`config.mk`:
```
export PLATFORM = sky130hd
export DESIGN_NAME = adcr_ctrl
export DESIGN_NICKNAME = d
export VERILOG_FILES = /design/src/hdl/adcr_pkg.sv /design/src/hdl/adcr_ctrl.sv
export SDC_FILE = /design/constraint.sdc
export NUM_CORES = 1
export LEC_CHECK = 0
export ABC_AREA = 1
export BUFFER_PORTS_ARGS = -buffer_cell sky130_fd_sc_hd__buf_2
export CORE_ASPECT_RATIO = 1.75
export CORE_MARGIN = 2
export CORE_UTILIZATION = 40
export DETAILED_ROUTE_END_ITERATION = 6
export PLACE_DENSITY = 0.64
export SYNTH_ARGS = -nofsm -noshare
export SYNTH_HDL_FRONTEND = slang
export SYNTH_SLANG_ARGS = --single-unit
```
`constraint.sdc`:
```
create_clock -name clock -period 2 [get_ports clock]
set_clock_uncertainty 0.1 [all_clocks]
set_input_delay 0 -clock clock [delete_from_list [all_inputs] [get_ports clock]]
set_output_delay 0 -clock clock [all_outputs]
set_load 0.02 [all_outputs]
```
`src/hdl/adcr_pkg.sv`:
```
// Summary of operation
// - Results are 12-bit unsigned, high/low pair
// - Source field plus channel field pick input
// - Channel field picks one of twelve pins
// - Source field picks internal or external input
// - Five internal sources are selectable
// - Align 0: left-justified, low nibble zero
// - Align 1: right-justified, high nibble zero
// - Unused result bits read as zero
// - Disabled converter leaves results untouched
// - Analog pin drops its shared function
// - Analog pin loses its pull-high resistor
// - Read-only calibration pair, left-aligned
// - One bit enables bandgap reference output
// - Sensor enable bit0, gain enable bit1
// - Primary control: start, busy, enable, align, channel
// - Secondary control: source, reference, clock select
// - At most one analog input routed at once
package adcr_pkg;

   // ------------------------------------------------------------
   // Register map
   // ------------------------------------------------------------
   localparam logic [2:0] ADDR_RES_HI   = 3'h0;
   localparam logic [2:0] ADDR_RES_LO   = 3'h1;
   localparam logic [2:0] ADDR_CTRL_PRI = 3'h2;
   localparam logic [2:0] ADDR_CTRL_SEC = 3'h3;
   localparam logic [2:0] ADDR_TEMP     = 3'h4;
   localparam logic [2:0] ADDR_BGAP     = 3'h5;
   localparam logic [2:0] ADDR_CAL_HI   = 3'h6;
   localparam logic [2:0] ADDR_CAL_LO   = 3'h7;

   // ------------------------------------------------------------
   // Sizes, field positions and reset values
   // ------------------------------------------------------------
   localparam int         RES_W      = 12;
   localparam int         EXT_N      = 12;
   localparam int         INT_N      = 5;
   localparam int         SRC_N      = EXT_N + INT_N;
   localparam int         TEMP_EN_B  = 0;
   localparam int         TEMP_GAIN_B = 1;
   localparam int         BGAP_EN_B  = 0;
   localparam logic [7:0] RST_CTRL_PRI = 8'h00;
   localparam logic [7:0] RST_CTRL_SEC = 8'h00;
   localparam logic [1:0] RST_TEMP   = 2'h0;
   localparam logic       RST_BGAP   = 1'b0;
   localparam logic [11:0] RST_RESULT = 12'h000;

   // Input source codes; codes 6 and 7 route nothing
   localparam logic [2:0] SRC_EXT   = 3'h0;
   localparam logic [2:0] SRC_BGAP  = 3'h1;
   localparam logic [2:0] SRC_AMP0  = 3'h2;
   localparam logic [2:0] SRC_AMP1  = 3'h3;
   localparam logic [2:0] SRC_LINE  = 3'h4;
   localparam logic [2:0] SRC_TEMP  = 3'h5;

   // ------------------------------------------------------------
   // Types
   // ------------------------------------------------------------
   typedef struct packed {
      logic       start;
      logic       conv_busy_flag;
      logic       converter_enable;
      logic       result_align_sel;
      logic [3:0] ext_channel_sel;
   } adcr_ctrl_pri_t;

   typedef struct packed {
      logic [2:0] input_source_sel;
      logic [1:0] ref_voltage_sel;
      logic [2:0] conv_clock_sel;
   } adcr_ctrl_sec_t;

   typedef struct packed {
      logic [2:0] addr;
      logic [7:0] wdata;
      logic       wr;
      logic       rd;
   } adcr_bus_t;

   typedef enum logic [1:0] {
      ST_IDLE  = 2'b00,
      ST_CONV  = 2'b01,
      ST_STORE = 2'b11
   } adcr_state_t;

endpackage : adcr_pkg

```
`src/hdl/adcr_ctrl.sv`:
```
// Decided for this implementation: the strobed register port and the address map.
`timescale 1ns/1ps
`default_nettype none
module adcr_ctrl
   import adcr_pkg::*;
(
   input  wire logic                 clock,            // System clock, 50 MHz
   input  wire logic                 rst_n,            // Asynchronous reset, active low
   input  wire adcr_bus_t            bus,              // Register access request
   output logic [7:0]                rdata,            // Read data, cycle after read
   input  wire logic                 core_done,        // Converter core finished
   input  wire logic [RES_W-1:0]     core_data,        // Converter core result
   output logic                      core_start,       // Start pulse to core
   output logic [SRC_N-1:0]          analog_sel,       // One-hot analog route
   output logic                      converter_enable, // Core power enable
   output logic [1:0]                ref_voltage_sel,  // Reference select
   output logic [2:0]                conv_clock_sel,   // Conversion clock select
   output logic                      temp_sensor_enable,   // Sensor enable
   output logic                      temp_amp_gain_enable, // Sensor gain enable
   output logic                      bandgap_out_enable,   // Bandgap output enable
   input  wire logic [RES_W-1:0]     cal_value,        // Stored calibration result
   input  wire logic [EXT_N-1:0]     pin_adc_sel,      // Pin-share analog selection
   input  wire logic [EXT_N-1:0]     pin_pullup_req,   // Pull-high requested per pin
   output logic [EXT_N-1:0]          pin_func_off,     // Shared function removed
   output logic [EXT_N-1:0]          pin_pullup_on     // Pull-high actually applied
);

   // ------------------------------------------------------------
   // Helpers
   // ------------------------------------------------------------
   function automatic logic [15:0] align_word(input logic [RES_W-1:0] v,
                                              input logic right);
      if (right) begin
         align_word = {4'h0, v};
      end else begin
         align_word = {v, 4'h0};
      end
   endfunction : align_word

   // ------------------------------------------------------------
   // State
   // ------------------------------------------------------------
   adcr_ctrl_pri_t       pri_q;
   adcr_ctrl_sec_t       sec_q;
   logic [1:0]           temp_q;
   logic                 bgap_q;
   logic [RES_W-1:0]     result_q;
   adcr_state_t          state_q;
   adcr_state_t          state_d;
   logic [RES_W-1:0]     latch_q;
   logic [7:0]           rdata_q;
   logic [SRC_N-1:0]     sel_q;
   logic                 start_q;

   // ------------------------------------------------------------
   // Decode
   // ------------------------------------------------------------
   wire                  wr_pri    = bus.wr && bus.addr == ADDR_CTRL_PRI;
   wire                  wr_sec    = bus.wr && bus.addr == ADDR_CTRL_SEC;
   wire                  wr_temp   = bus.wr && bus.addr == ADDR_TEMP;
   wire                  wr_bgap   = bus.wr && bus.addr == ADDR_BGAP;
   wire adcr_ctrl_pri_t  wpri      = adcr_ctrl_pri_t'(bus.wdata);
   wire                  enabled   = pri_q.converter_enable;
   wire                  start_req = wr_pri && wpri.start && wpri.converter_enable &&
                                     state_q == ST_IDLE;
   wire [15:0]           res_word  = align_word(result_q, pri_q.result_align_sel);
   wire [15:0]           cal_word  = align_word(cal_value, 1'b0);

   // Source route: one core, so exactly one bit or none
   logic [SRC_N-1:0]     sel_d;
   always_comb begin
      sel_d = '0;
      case (sec_q.input_source_sel)
         SRC_EXT: begin
            if (pri_q.ext_channel_sel < 4'(EXT_N)) begin
               sel_d[pri_q.ext_channel_sel] = 1'b1;
            end
         end
         SRC_BGAP: begin
            sel_d[EXT_N + 0] = 1'b1;
         end
         SRC_AMP0: begin
            sel_d[EXT_N + 1] = 1'b1;
         end
         SRC_AMP1: begin
            sel_d[EXT_N + 2] = 1'b1;
         end
         SRC_LINE: begin
            sel_d[EXT_N + 3] = 1'b1;
         end
         SRC_TEMP: begin
            sel_d[EXT_N + 4] = 1'b1;
         end
         default: begin
            sel_d = '0;
         end
      endcase
   end

   // ------------------------------------------------------------
   // Conversion sequence
   // ------------------------------------------------------------
   always_comb begin
      state_d = state_q;
      case (state_q)
         ST_IDLE: begin
            if (start_req) begin
               state_d = ST_CONV;
            end
         end
         ST_CONV: begin
            // Dropping the enable abandons the conversion; the result stays put
            if (!enabled) begin
               state_d = ST_IDLE;
            end else if (core_done) begin
               state_d = ST_STORE;
            end
         end
         ST_STORE: begin
            state_d = ST_IDLE;
         end
         default: begin
            state_d = ST_IDLE;
         end
      endcase
   end

   always_ff @(posedge clock or negedge rst_n) begin
      if (!rst_n) begin
         state_q <= ST_IDLE;
      end else begin
         state_q <= state_d;
      end
   end

   a_store_next: assert property (@(posedge clock) disable iff (!rst_n)
      (state_q == ST_CONV && enabled && core_done) |=> state_q == ST_STORE)
      else $error("conversion end not stored");

   a_abort_idle: assert property (@(posedge clock) disable iff (!rst_n)
      (state_q == ST_CONV && !enabled) |=> state_q == ST_IDLE && !pri_q.conv_busy_flag)
      else $error("abort did not return to idle");

   always_ff @(posedge clock or negedge rst_n) begin
      if (!rst_n) begin
         latch_q <= RST_RESULT;
      end else if (state_q == ST_CONV && core_done) begin
         latch_q <= core_data;
      end
   end

   // Result only moves in STORE, which needs the converter on
   always_ff @(posedge clock or negedge rst_n) begin
      if (!rst_n) begin
         result_q <= RST_RESULT;
      end else if (state_q == ST_STORE && enabled) begin
         result_q <= latch_q;
      end
   end

   a_result_store: assert property (@(posedge clock) disable iff (!rst_n)
      $changed(result_q) |-> $past(state_q) == ST_STORE)
      else $error("result moved outside store");

   always_ff @(posedge clock or negedge rst_n) begin
      if (!rst_n) begin
         start_q <= 1'b0;
      end else begin
         start_q <= start_req;
      end
   end

   // ------------------------------------------------------------
   // Control registers
   // ------------------------------------------------------------
   // Busy is hardware-owned; a software write to it is ignored
   always_ff @(posedge clock or negedge rst_n) begin
      if (!rst_n) begin
         pri_q <= adcr_ctrl_pri_t'(RST_CTRL_PRI);
      end else begin
         if (wr_pri) begin
            pri_q.start            <= wpri.start;
            pri_q.converter_enable <= wpri.converter_enable;
            pri_q.result_align_sel <= wpri.result_align_sel;
            pri_q.ext_channel_sel  <= wpri.ext_channel_sel;
         end
         pri_q.conv_busy_flag <= (state_d != ST_IDLE);
      end
   end

   a_start_pulse: assert property (@(posedge clock) disable iff (!rst_n)
      core_start |=> !core_start)
      else $error("start pulse longer than one cycle");

   a_busy_refuse: assert property (@(posedge clock) disable iff (!rst_n)
      (wr_pri && pri_q.conv_busy_flag) |=> !core_start)
      else $error("start accepted while busy");

   a_busy_hold: assert property (@(posedge clock) disable iff (!rst_n)
      (state_q == ST_CONV && enabled && !core_done) |=> pri_q.conv_busy_flag)
      else $error("busy dropped before result stored");

   always_ff @(posedge clock or negedge rst_n) begin
      if (!rst_n) begin
         sec_q  <= adcr_ctrl_sec_t'(RST_CTRL_SEC);
         temp_q <= RST_TEMP;
         bgap_q <= RST_BGAP;
      end else begin
         if (wr_sec) begin
            sec_q <= adcr_ctrl_sec_t'(bus.wdata);
         end
         if (wr_temp) begin
            temp_q <= bus.wdata[1:0];
         end
         if (wr_bgap) begin
            bgap_q <= bus.wdata[BGAP_EN_B];
         end
      end
   end

   a_sec_fields: assert property (@(posedge clock) disable iff (!rst_n)
      wr_sec |=> ref_voltage_sel == $past(bus.wdata[4:3]) &&
                 conv_clock_sel == $past(bus.wdata[2:0]))
      else $error("secondary control fields wrong");

   a_bgap_bit: assert property (@(posedge clock) disable iff (!rst_n)
      wr_bgap |=> bandgap_out_enable == $past(bus.wdata[BGAP_EN_B]))
      else $error("bandgap enable bit wrong");

   always_ff @(posedge clock or negedge rst_n) begin
      if (!rst_n) begin
         sel_q <= '0;
      end else begin
         sel_q <= sel_d;
      end
   end

   a_src_none: assert property (@(posedge clock) disable iff (!rst_n)
      (sec_q.input_source_sel > SRC_TEMP) |=> analog_sel == '0)
      else $error("unused source code routed an input");

   a_chan_none: assert property (@(posedge clock) disable iff (!rst_n)
      (sec_q.input_source_sel == SRC_EXT && pri_q.ext_channel_sel >= 4'(EXT_N))
      |=> analog_sel == '0)
      else $error("channel beyond the pins routed an input");

   a_route_bgap: assert property (@(posedge clock) disable iff (!rst_n)
      (sec_q.input_source_sel == SRC_BGAP) |=> analog_sel[EXT_N])
      else $error("bandgap source not routed");

   // ------------------------------------------------------------
   // Read path
   // ------------------------------------------------------------
   logic [7:0] rmux;
   always_comb begin
      rmux = 8'h00;
      case (bus.addr)
         ADDR_RES_HI:   rmux = res_word[15:8];
         ADDR_RES_LO:   rmux = res_word[7:0];
         ADDR_CTRL_PRI: rmux = pri_q;
         ADDR_CTRL_SEC: rmux = sec_q;
         ADDR_TEMP:     rmux = {6'h00, temp_q};
         ADDR_BGAP:     rmux = {7'h00, bgap_q};
         ADDR_CAL_HI:   rmux = cal_word[15:8];
         ADDR_CAL_LO:   rmux = cal_word[7:0];
         default:       rmux = 8'h00;
      endcase
   end

   always_ff @(posedge clock or negedge rst_n) begin
      if (!rst_n) begin
         rdata_q <= 8'h00;
      end else if (bus.rd) begin
         rdata_q <= rmux;
      end
   end

   // Alignment applies at read time, so flipping it reformats a stored result
   a_left_high: assert property (@(posedge clock) disable iff (!rst_n)
      (bus.rd && bus.addr == ADDR_RES_HI && !pri_q.result_align_sel)
      |=> rdata == $past(result_q[11:4]))
      else $error("left aligned high byte wrong");

   a_right_low: assert property (@(posedge clock) disable iff (!rst_n)
      (bus.rd && bus.addr == ADDR_RES_LO && pri_q.result_align_sel)
      |=> rdata == $past(result_q[7:0]))
      else $error("right aligned low byte wrong");

   a_cal_high: assert property (@(posedge clock) disable iff (!rst_n)
      (bus.rd && bus.addr == ADDR_CAL_HI) |=> rdata == $past(cal_value[11:4]))
      else $error("calibration high byte wrong");

   // ------------------------------------------------------------
   // Pin sharing
   // ------------------------------------------------------------
   genvar g;
   generate
      for (g = 0; g < EXT_N; g++) begin : g_pin
         assign pin_func_off[g]  = pin_adc_sel[g];
         assign pin_pullup_on[g] = pin_pullup_req[g] & ~pin_adc_sel[g];
      end
   endgenerate

   // Kept combinational so a pin gives up its other roles in the same cycle
   a_pin_func: assert property (@(posedge clock) disable iff (!rst_n)
      pin_func_off == pin_adc_sel)
      else $error("shared function kept on analog pin");

   a_pin_pullup: assert property (@(posedge clock) disable iff (!rst_n)
      (pin_pullup_on & pin_adc_sel) == '0)
      else $error("pull-high left on analog pin");

   // ------------------------------------------------------------
   // Outputs
   // ------------------------------------------------------------
   assign rdata                = rdata_q;
   assign core_start           = start_q;
   assign analog_sel           = sel_q;
   assign converter_enable     = pri_q.converter_enable;
   assign ref_voltage_sel      = sec_q.ref_voltage_sel;
   assign conv_clock_sel       = sec_q.conv_clock_sel;
   assign temp_sensor_enable   = temp_q[TEMP_EN_B];
   assign temp_amp_gain_enable = temp_q[TEMP_GAIN_B];
   assign bandgap_out_enable   = bgap_q;

   // ------------------------------------------------------------
   // Checks
   // ------------------------------------------------------------
   a_result_twelve: assert property (@(posedge clock) disable iff (!rst_n)
      (state_q == ST_STORE && enabled) |=> result_q == $past(latch_q))
      else $error("result not loaded from core");

   a_align_left: assert property (@(posedge clock) disable iff (!rst_n)
      (bus.rd && bus.addr == ADDR_RES_LO && !pri_q.result_align_sel)
      |=> rdata == {$past(result_q[3:0]), 4'h0})
      else $error("left aligned low byte wrong");

   a_align_right: assert property (@(posedge clock) disable iff (!rst_n)
      (bus.rd && bus.addr == ADDR_RES_HI && pri_q.result_align_sel)
      |=> rdata == {4'h0, $past(result_q[11:8])})
      else $error("right aligned high byte wrong");

   a_disabled_hold: assert property (@(posedge clock) disable iff (!rst_n)
      !enabled |=> $stable(result_q))
      else $error("result changed while disabled");

   a_route_onehot: assert property (@(posedge clock) disable iff (!rst_n)
      $onehot0(analog_sel))
      else $error("more than one analog input routed");

   a_route_ext: assert property (@(posedge clock) disable iff (!rst_n)
      (sec_q.input_source_sel == SRC_EXT && pri_q.ext_channel_sel == 4'h5)
      |=> analog_sel[5])
      else $error("external channel not routed");

   a_pin_release: assert property (@(posedge clock) disable iff (!rst_n)
      pin_adc_sel[0] |-> !pin_pullup_on[0] && pin_func_off[0])
      else $error("analog pin kept pull-high or function");

   a_busy_clear: assert property (@(posedge clock) disable iff (!rst_n)
      (state_q == ST_STORE) |=> !pri_q.conv_busy_flag ##0 $changed(state_q))
      else $error("busy not cleared after store");

   a_start_busy: assert property (@(posedge clock) disable iff (!rst_n)
      start_req |=> core_start && pri_q.conv_busy_flag)
      else $error("start did not raise busy");

   a_cal_read: assert property (@(posedge clock) disable iff (!rst_n)
      (bus.rd && bus.addr == ADDR_CAL_LO) |=> rdata[3:0] == 4'h0)
      else $error("calibration low nibble not zero");

   a_temp_bits: assert property (@(posedge clock) disable iff (!rst_n)
      (wr_temp) |=> temp_sensor_enable == $past(bus.wdata[0]) &&
                    temp_amp_gain_enable == $past(bus.wdata[1]))
      else $error("sensor control bits wrong");

endmodule : adcr_ctrl
`default_nettype wire

```
# == After elaboration in Yosys (flattened, before gate mapping) ==
# Index checks and enable logic that the tools add are counted.
# op_classes
magnitude_cmp,3
n_eq_ne,14
muxes,15
bitwise,24
reduce_logical,14
# ops
operator,n
case mux 8 bit (8 select lines),1
two-way mux 16 bit,2
equality test 3 bit (second input constant),6
bitwise AND 1 bit,12
equality test 3 x 2 -> 1 bit (second input constant),4
two-way mux 12 bit,1
NOT 1 bit,12
logical AND 1 bit,10
case mux 1 bit (2 select lines),5
equality test 3 x 1 -> 1 bit (second input constant),2
zero test 3 bit,2
< comparator 4 x 6 -> 1 bit (second input constant),1
two-way mux 2 bit,3
demux 1 bit (select 4 bit),1
>= comparator 4 x 1 -> 1 bit (second input constant),1
< comparator 4 bit (second input constant),1
case mux 2 bit (2 select lines),1
equality test 2 x 1 -> 1 bit (second input constant),1
equality test 2 bit (second input constant),1
zero test 2 bit,1
nonzero test 2 bit,1
two-way mux 1 bit,1
# word_totals
register_bits,71
inputBits,64
out_inout_bits,59
elab_cells,86

# == Depth between registers and ports, before layout ==
# Gate-level depths: netlist of the first run.
# logic_depth
ltp_word,8
mapped_depth,9

# == Worst setup path after synthesis of the first run ==
# No wires, ideal clock.
# synth_path
kind,register to register
start,register converter_enable (netlist name)
end,register result_q[6]
arrival_ps,1135
setup_slack_ps,640
stages_incl_launch_ff,4
cell_sequence,dfrtp_1 -> nand3_1 -> buf_2 -> mux2_2
# synth_between
elab_chain_cells,1
# synth_rtl
element,line,text
logical AND 1 bit,adcr_ctrl.sv:156,end else if (state_q == ST_STORE && enabled) begin
to (signal assigned),adcr_ctrl.sv:157,result_q <= latch_q;
to (decl),adcr_ctrl.sv:47,logic [RES_W-1:0] result_q;
# No other way between the ends.
# A chain may end at the register's enable or synchronous reset.

# == Final worst setup path of the first run ==
# layout_path
start,register pri_q[4] (netlist name)
end,"register rdata_q[5], in the netlist rdata[5]"
# layout_between
elab_chain_cells,2
# layout_rtl
element,line,text
from (decl),adcr_ctrl.sv:43,adcr_ctrl_pri_t pri_q;
from (signal assigned),adcr_ctrl.sv:179,pri_q <= adcr_ctrl_pri_t'(RST_CTRL_PRI);
two-way mux 16 bit,adcr_ctrl.sv:33,if (right) begin
case mux 8 bit (8 select lines),adcr_ctrl.sv:257,case (bus.addr)
to (signal assigned),adcr_ctrl.sv:274,rdata_q <= rmux;
to (decl),adcr_ctrl.sv:51,logic [7:0] rdata_q;
# No other way between the ends.

==> results of run 1 <==
## critical path: cells and delay by family (launching register included)
kind / cells / cell delay (ps)
flops: 1 / 470
simple gates: 5 / 450
buf+inv: 1 / 300
compound gates: 1 / 90
## kinds of logic after synthesis
| logic type | count (synthesis) | synth area share |
|---|---|---|
| DFF | 71 | 0.531 |
| AOI/OAI and AO/OA | 48 | 0.0737 |
| and+or+nand+nor | 197 | 0.253 |
| muxes | 8 | 0.0269 |
| buffers and inverters | 78 | 0.115 |
## final timing paths
path | startpoint | endpoint | slack [ps] | depth (start not counted)
max in group asynchronous | rst_n | rdata[1]$_DFFE_PN0P_ | 970 | 3
min in group asynchronous | rst_n | sec_q[6]$_DFFE_PN0P_ | 90 | 2
setup reg to reg | pri_q[4]$_DFFE_PN0N_ | rdata[5]$_DFFE_PN0P_ | 460 | 7
hold / removal | cal_value[11] | rdata[7]$_DFFE_PN0P_ | 20 | 5
hold reg to reg | rdata[1]$_DFFE_PN0P_ | rdata[1]$_DFFE_PN0P_ | 380 | 2
setup / recovery | pri_q[4]$_DFFE_PN0N_ | rdata[5]$_DFFE_PN0P_ | 460 | 7
## flip-flops by register name (all words and copies together), names as in the netlist
signal / cells
bandgap_out_enable: 1
result_q: 12
state_q: 2
conv_clock_sel: 3
latch_q: 12
rdata: 8
converter_enable: 1
ref_voltage_sel: 2
analog_sel: 17
pri_q: 7
temp_q: 2
core_start: 1
sec_q: 3
## per-layer routing
metal,up-vias,track usage,routed length [um],part of all wire
met1,1396,0.206,3220,0.37
li1,1545,-,-,-
met5,-,0,0,0
met3,21,0.0459,538,0.062
met2,133,0.353,4670,0.54
met4,0,0.0991,284,0.033
## power breakdown
part | switching [uW] | internal (uW) | leakage (uW) | total [uW]
clock | 565 | 1020 | 0.000145 | 1590
combinational | 436 | 266 | 0.00141 | 701
sequential | 121 | 1600 | 0.000906 | 1720
## layout by cell type (no fill, tap or decap), types with 2 or more instances in the layout
| cell | count |
|---|---|
| buf_2 | 122 |
| nand2_1 | 78 |
| dfrtp_1 | 71 |
| nor2_1 | 62 |
| inv_1 | 42 |
| dlygate4sd3_1 | 28 |
| nand3_1 | 26 |
| o21ai_0 | 24 |
| nand4_1 | 20 |
| a21oi_1 | 18 |
| clkbuf_16 | 9 |
| mux2_2 | 8 |
| buf_4 | 8 |
| nor3_1 | 6 |
| a31oi_1 | 5 |
| inv_2 | 2 |
| clkbuf_8 | 2 |
## per-stage QoR
stage | area, um^2 | utilization | setup slack [ps] | cells | hold WS [ps]
detailed placement | 3920 | 0.477 | 446 | 591 | -80.2
floorplan | 3340 | - | 640 | 402 | -396
global route | 4490 | 0.548 | 246 | 634 | 43.7
finish | 4490 | 0.548 | 458 | 634 | 19.3
global placement | 3920 | 0.477 | 446 | 591 | -69.0
CTS | 4490 | 0.548 | 424 | 634 | 11.4
## layout make-up
cell class                      instances  area share
Sequential cell                        71       0.395
Clock inverter                          3     0.00947
Multi-Input combinational cell        253       0.263
Tap cell                               92      0.0256
Clock buffer                           12      0.0571
Inverter                               45      0.0376
Timing Repair Buffer                  158       0.212
==> impl_metrics.csv, run 1 <==
group,metric,value,unit
floorplan,initial_utilization,0.408,
synth,syn_area,0.00334,mm^2
global_routing,grt_pass1_vias,2875,
setup_path,path_cells,"clkinv_1, nand2_1, nand2_1, nand2_1, nand2_1, nor2_1, a21oi_1",
synth,netlist_top_cells_count,"nand2_1, dfrtp_1, nor2_1",
clocking,hold_buffers,28,
synth,async_reset_ff_frac,1.00,
routing,drc,0,
clocking,cts_tree,"built",
clocking,clk_path_buf_depth,2,
finish,multi_input_area,0.00118,mm^2
placement,dp_hpwl,6710,um
finish,fillCellCount,755,
synth,synthFlopType,"dfrtp_1",
synth,synth_edf_count,0,
timing,finalSetupViolations,0,
routing,first_pass_iters,4,
finish,fin_nets,602,
outcome,status,"finished, final reports clean",
routing,wl_per_cell,13.7,um
clocking,clk_latency,330,ps
synth,yosysMostFrequentCell,"nand2_1",
clocking,cts_setup_buffers,0,
power_and_ir_drop,ir_drop,0.000491,V
setup_path,crit_arrival,1650,ps
setup_path,cpMostUsedCell,"nand2_1",
timing,slew_headroom,0.624,
global_routing,grt_pass1_wl,13500,um
timing,slew_viol_final,0,
floorplan,die-area,0.00913,mm^2
clocking,cts-htree-levels,3,
floorplan,core_region_area,0.00820,mm^2
clocking,clk_pin_slew,50,ps
placement,io_buffers,122,
synth,syn_avg_cell_area,8.32,um^2
timing,fin_crit_sh,0.771,
floorplan,design.portCount,123,
setup_path,crit_type,"reg -> reg",
routing,antenna_left,0,
min_path,hold_class,"in -> reg",
synth,synth-seq-cells,71,
setup_path,slowest_delay,470,ps
clocking,numCtsBuffers,9,
finish,antenna-diode-count,0,
timing,finalSetupTns,0,ps
routing,wirelength,8710,um
floorplan,die_h,125,um
timing,rsz0062_at_grt,"false",
routing,dr.first_iter.drc_count,168,
finish,seqCellArea,0.00178,mm^2
timing,hold_viol_final,0,
synth,syn_nets,466,
clocking,clock-sinks,71,
setup_path,critPathCaptureType,"register",
synth,synth_top_area_frac,0.531,
setup_path,start_kind,"register",
synth,synth.distinct_cells,23,
setup_path,cp_max_fo,9,
synth,synthCells,402,
power_and_ir_drop,leakagePower,0.00246,uW
synth,yosys.area.top_type,"dfrtp_1",
global_routing,grt.overflow.total,0,
routing,dr_total_vias,3095,
setup_path,cp_slowest_cell,"dfrtp_1",
global_routing,antenna_found_initial,0,
synth,yosys-top-cells-area,"dfrtp_1, nand2_1, nor2_1",
routing,routed_via_density,4.88,
timing,worstMarginPinSlew,564,ps
power_and_ir_drop,power,4010,uW
floorplan,die_w,73.1,um
run,max-cap-violations,0,
finish,syn_to_final_growth,34.4,%
setup_path,required,2110,ps
synth,ys_seq_area_frac,0.531,
global_routing,grt_max_degree,26,
floorplan,num_rows,44,
synth,ys.warnings.count,0,
power_and_ir_drop,power_density,893,mW/mm^2
clocking,root_buffer,"clkbuf_16",
placement,place.gp.congestion,0.983,
global_routing,grtUsageTotal,0.197,
timing,fmax,0.649,GHz
finish,drive_gt1_frac,0.292,
timing,period_needed,1540,ps
clocking,ctsResizeCount,0,
No activity file was read; power rests on OpenSTA's default activity.
==> run 2: changes to the inputs <==
Settings changed: ABC_AREA 1 to 0.
Clock period 2 ns to 1.6 ns, I/O delays scaled along.
==> impl_metrics.csv, run 2 <==
group,metric,value,unit
outcome,status,"finished, final reports clean",
synth,yosys-top-cells-area,"dfrtp_1, mux2_2, buf_4",
timing,fmax,0.678,GHz
setup_path,crit_buf_inv,1,
routing,routed_via_density,5.05,
finish,largest_register_ffs,17,
setup_path,worstReg2RegStart,"pri_q[4]$_DFFE_PN0N_",
synth,synth-seq-cells,71,
finish,final_cell_mix,"buf_2, dfrtp_1, mux2_2",
global_routing,antenna_found_initial,0,
routing,drc,0,
finish,fin_nets,478,
setup_path,path_cells,"buf_4, mux2i_1, o22ai_2, a21oi_1, a31oi_1",
timing,worstMarginPinSlew,457,ps
min_path,hold_class,"in -> reg",
clocking,numCtsBuffers,9,
global_routing,grtUsageTotal,0.178,
floorplan,design.portCount,123,
power_and_ir_drop,power_density,1220,mW/mm^2
setup_path,crit_arrival,1570,ps
global_routing,grt.overflow.total,0,
synth,yosys.area.top_type,"dfrtp_1",
synth,yosysMostFrequentCell,"dfrtp_1",
global_routing,grt_max_degree,72,
timing,rsz0062_at_grt,"false",
floorplan,die-area,0.00926,mm^2
run,max-cap-violations,0,
setup_path,start_kind,"register",
global_routing,globalRouteMet1Util,0.183,
timing,finalSetupViolations,0,
setup_path,cp_top_family,"flip-flops",
global_routing,grt_pass1_vias,2522,
finish,multi_input_area,0.00138,mm^2
floorplan,die_h,126,um
placement,dp_hpwl,5770,um
finish,seqCellArea,0.00178,mm^2
setup_path,startpoint,"pri_q[4]$_DFFE_PN0N_",
timing,period_needed,1470,ps
placement,io_buffers,122,
routing,first_pass_iters,4,
global_routing,grt_use_met3,0.0344,
placement,place.gp.congestion,0.868,
routing,antenna_left,0,
synth,netlist_top_cells_count,"dfrtp_1, mux2_2, buf_4",
synth,synthFlopType,"dfrtp_1",
routing,wirelength,7800,um
power_and_ir_drop,leakagePower,0.00232,uW
clocking,clk_latency,330,ps
floorplan,num_rows,44,
floorplan,die_w,73.6,um
timing,slew_headroom,0.693,
power_and_ir_drop,ir_drop,0.000915,V
min_path,min_from,"cal_value[6]",
setup_path,required,1690,ps
setup_path,crit_type,"reg -> reg",
clocking,clk_pin_slew,50,ps
synth,async_reset_ff_frac,1.00,
synth,synth_top_area_frac,0.524,
clocking,cts_tree,"built",
setup_path,critPathCaptureType,"register",
timing,slew_viol_final,0,
synth,syn_area,0.00339,mm^2
finish,fillCellCount,718,
synth,synth_edf_count,0,
clocking,clock-sinks,71,
global_routing,grt_pass1_wl,12400,um
synth,synth.distinct_cells,43,
setup_path,cp_max_fo,7,
global_routing,top_usage_layer,"met2",
synth,syn_avg_cell_area,12.3,um^2
finish,drive_gt1_frac,0.475,
routing,wl_per_cell,15.3,um
floorplan,core_region_area,0.00826,mm^2
timing,fin_crit_sh,0.922,
clocking,clk_path_buf_depth,2,
finish,final_common_cell,"buf_2",
global_routing,use_met2,0.327,
clocking,cts-htree-levels,3,
routing,dr.first_iter.drc_count,55,
synth,ys_seq_area_frac,0.524,
synth,syn_nets,340,
synth,ys.warnings.count,0,
routing,dr_total_vias,2580,
setup_path,slowest_delay,500,ps
finish,syn_to_final_growth,35.4,%
setup_path,cp_slowest_cell,"dfrtp_1",
finish,antenna-diode-count,0,
clocking,root_buffer,"clkbuf_16",
floorplan,initial_utilization,0.410,
synth,synthCells,276,
timing,hold_viol_final,0,
timing,fin_hold_ws,42.4,ps
finish,fin_util,0.556,
-- run 2: cell count changes after synthesis, moves of 16 or more --
| cell | previous run | this run |
|---|---|---|
| nor2_1 | 62 | 19 |
| nor2b_1 | 0 | 16 |
| nand3_1 | 26 | 3 |
| mux2_2 | 8 | 42 |
| nand2_1 | 78 | 13 |
| nand4_1 | 20 | 0 |
| inv_1 | 42 | 4 |
| o21ai_0 | 24 | 2 |
| mux2i_1 | 0 | 16 |
-- run 2: routing by layer --
layer / wire length, um / share of wire / vias to the layer above
met5: 0 / 0 / -
met4: 230 / 0.029 / 0
met3: 441 / 0.057 / 14
met2: 4340 / 0.56 / 101
met1: 2790 / 0.36 / 1230
li1: - / - / 1235
-- run 2: logic make-up after synthesis --
logic type      count (synthesis)  synth area share
compound gates                 33            0.0738
buf+inv                        33            0.0716
flops                          71             0.524
mux                            59             0.190
simple gates                   80             0.140
-- run 2: power breakdown --
| part | switching, uW | total, uW | internal [uW] |
|---|---|---|---|
| Clock | 724 | 2380 | 1650 |
| Combinational | 520 | 1010 | 494 |
| Sequential | 191 | 2230 | 2040 |
| Total | 1440 | 5620 | 4180 |
-- run 2: area by class of cell --
type	count	share of cell area
flip-flops and latches	71	0.387
clock buffers	12	0.0581
clock inverters	4	0.0215
inverters	4	0.00327
multi-input cells	172	0.300
repair buffers	156	0.205
well taps	92	0.0251
-- run 2: worst paths after layout --
kind,end,slack [ps],cells past startpoint
max reg2reg,rdata[7]$_DFFE_PN0P_,130,5
max,rdata[7]$_DFFE_PN0P_,130,5
min reg2reg,latch_q[9]$_DFFE_PN0P_,400,1
min,rdata[2]$_DFFE_PN0P_,40,4
min in group asynchronous,rdata[1]$_DFFE_PN0P_,130,3
max in group asynchronous,pri_q[4]$_DFFE_PN0N_,960,3
-- run 2: worst reg2reg max path: stages, from the launching register on --
cell,delay [ps]
dfrtp_1,500
buf_4,210
mux2i_1,220
o22ai_2,90
a21oi_1,130
a31oi_1,90
-- run 2: through the flow --
step	setup WS, ps	TNS (ps)	instance area [um^2]	cells	power, uW
2_1_floorplan	200	0	3390	276	2900
5_1_grt	44.6	0	4590	511	5860
3_5_place_dp	-14.7	-14.7	3970	470	3240
4_1_cts	97.7	0	4580	511	5680
3_3_place_gp	-27.8	-27.8	3970	470	3220
6_report	125	0	4590	511	5620
-- run 2: timing repair --
action	4_1_cts	5_1_grt
hold endpoints to repair	112	0
resized for setup	0	2
hold buffers	25	0
endpoints found under the setup margin	0	3
buffers inserted	0	0
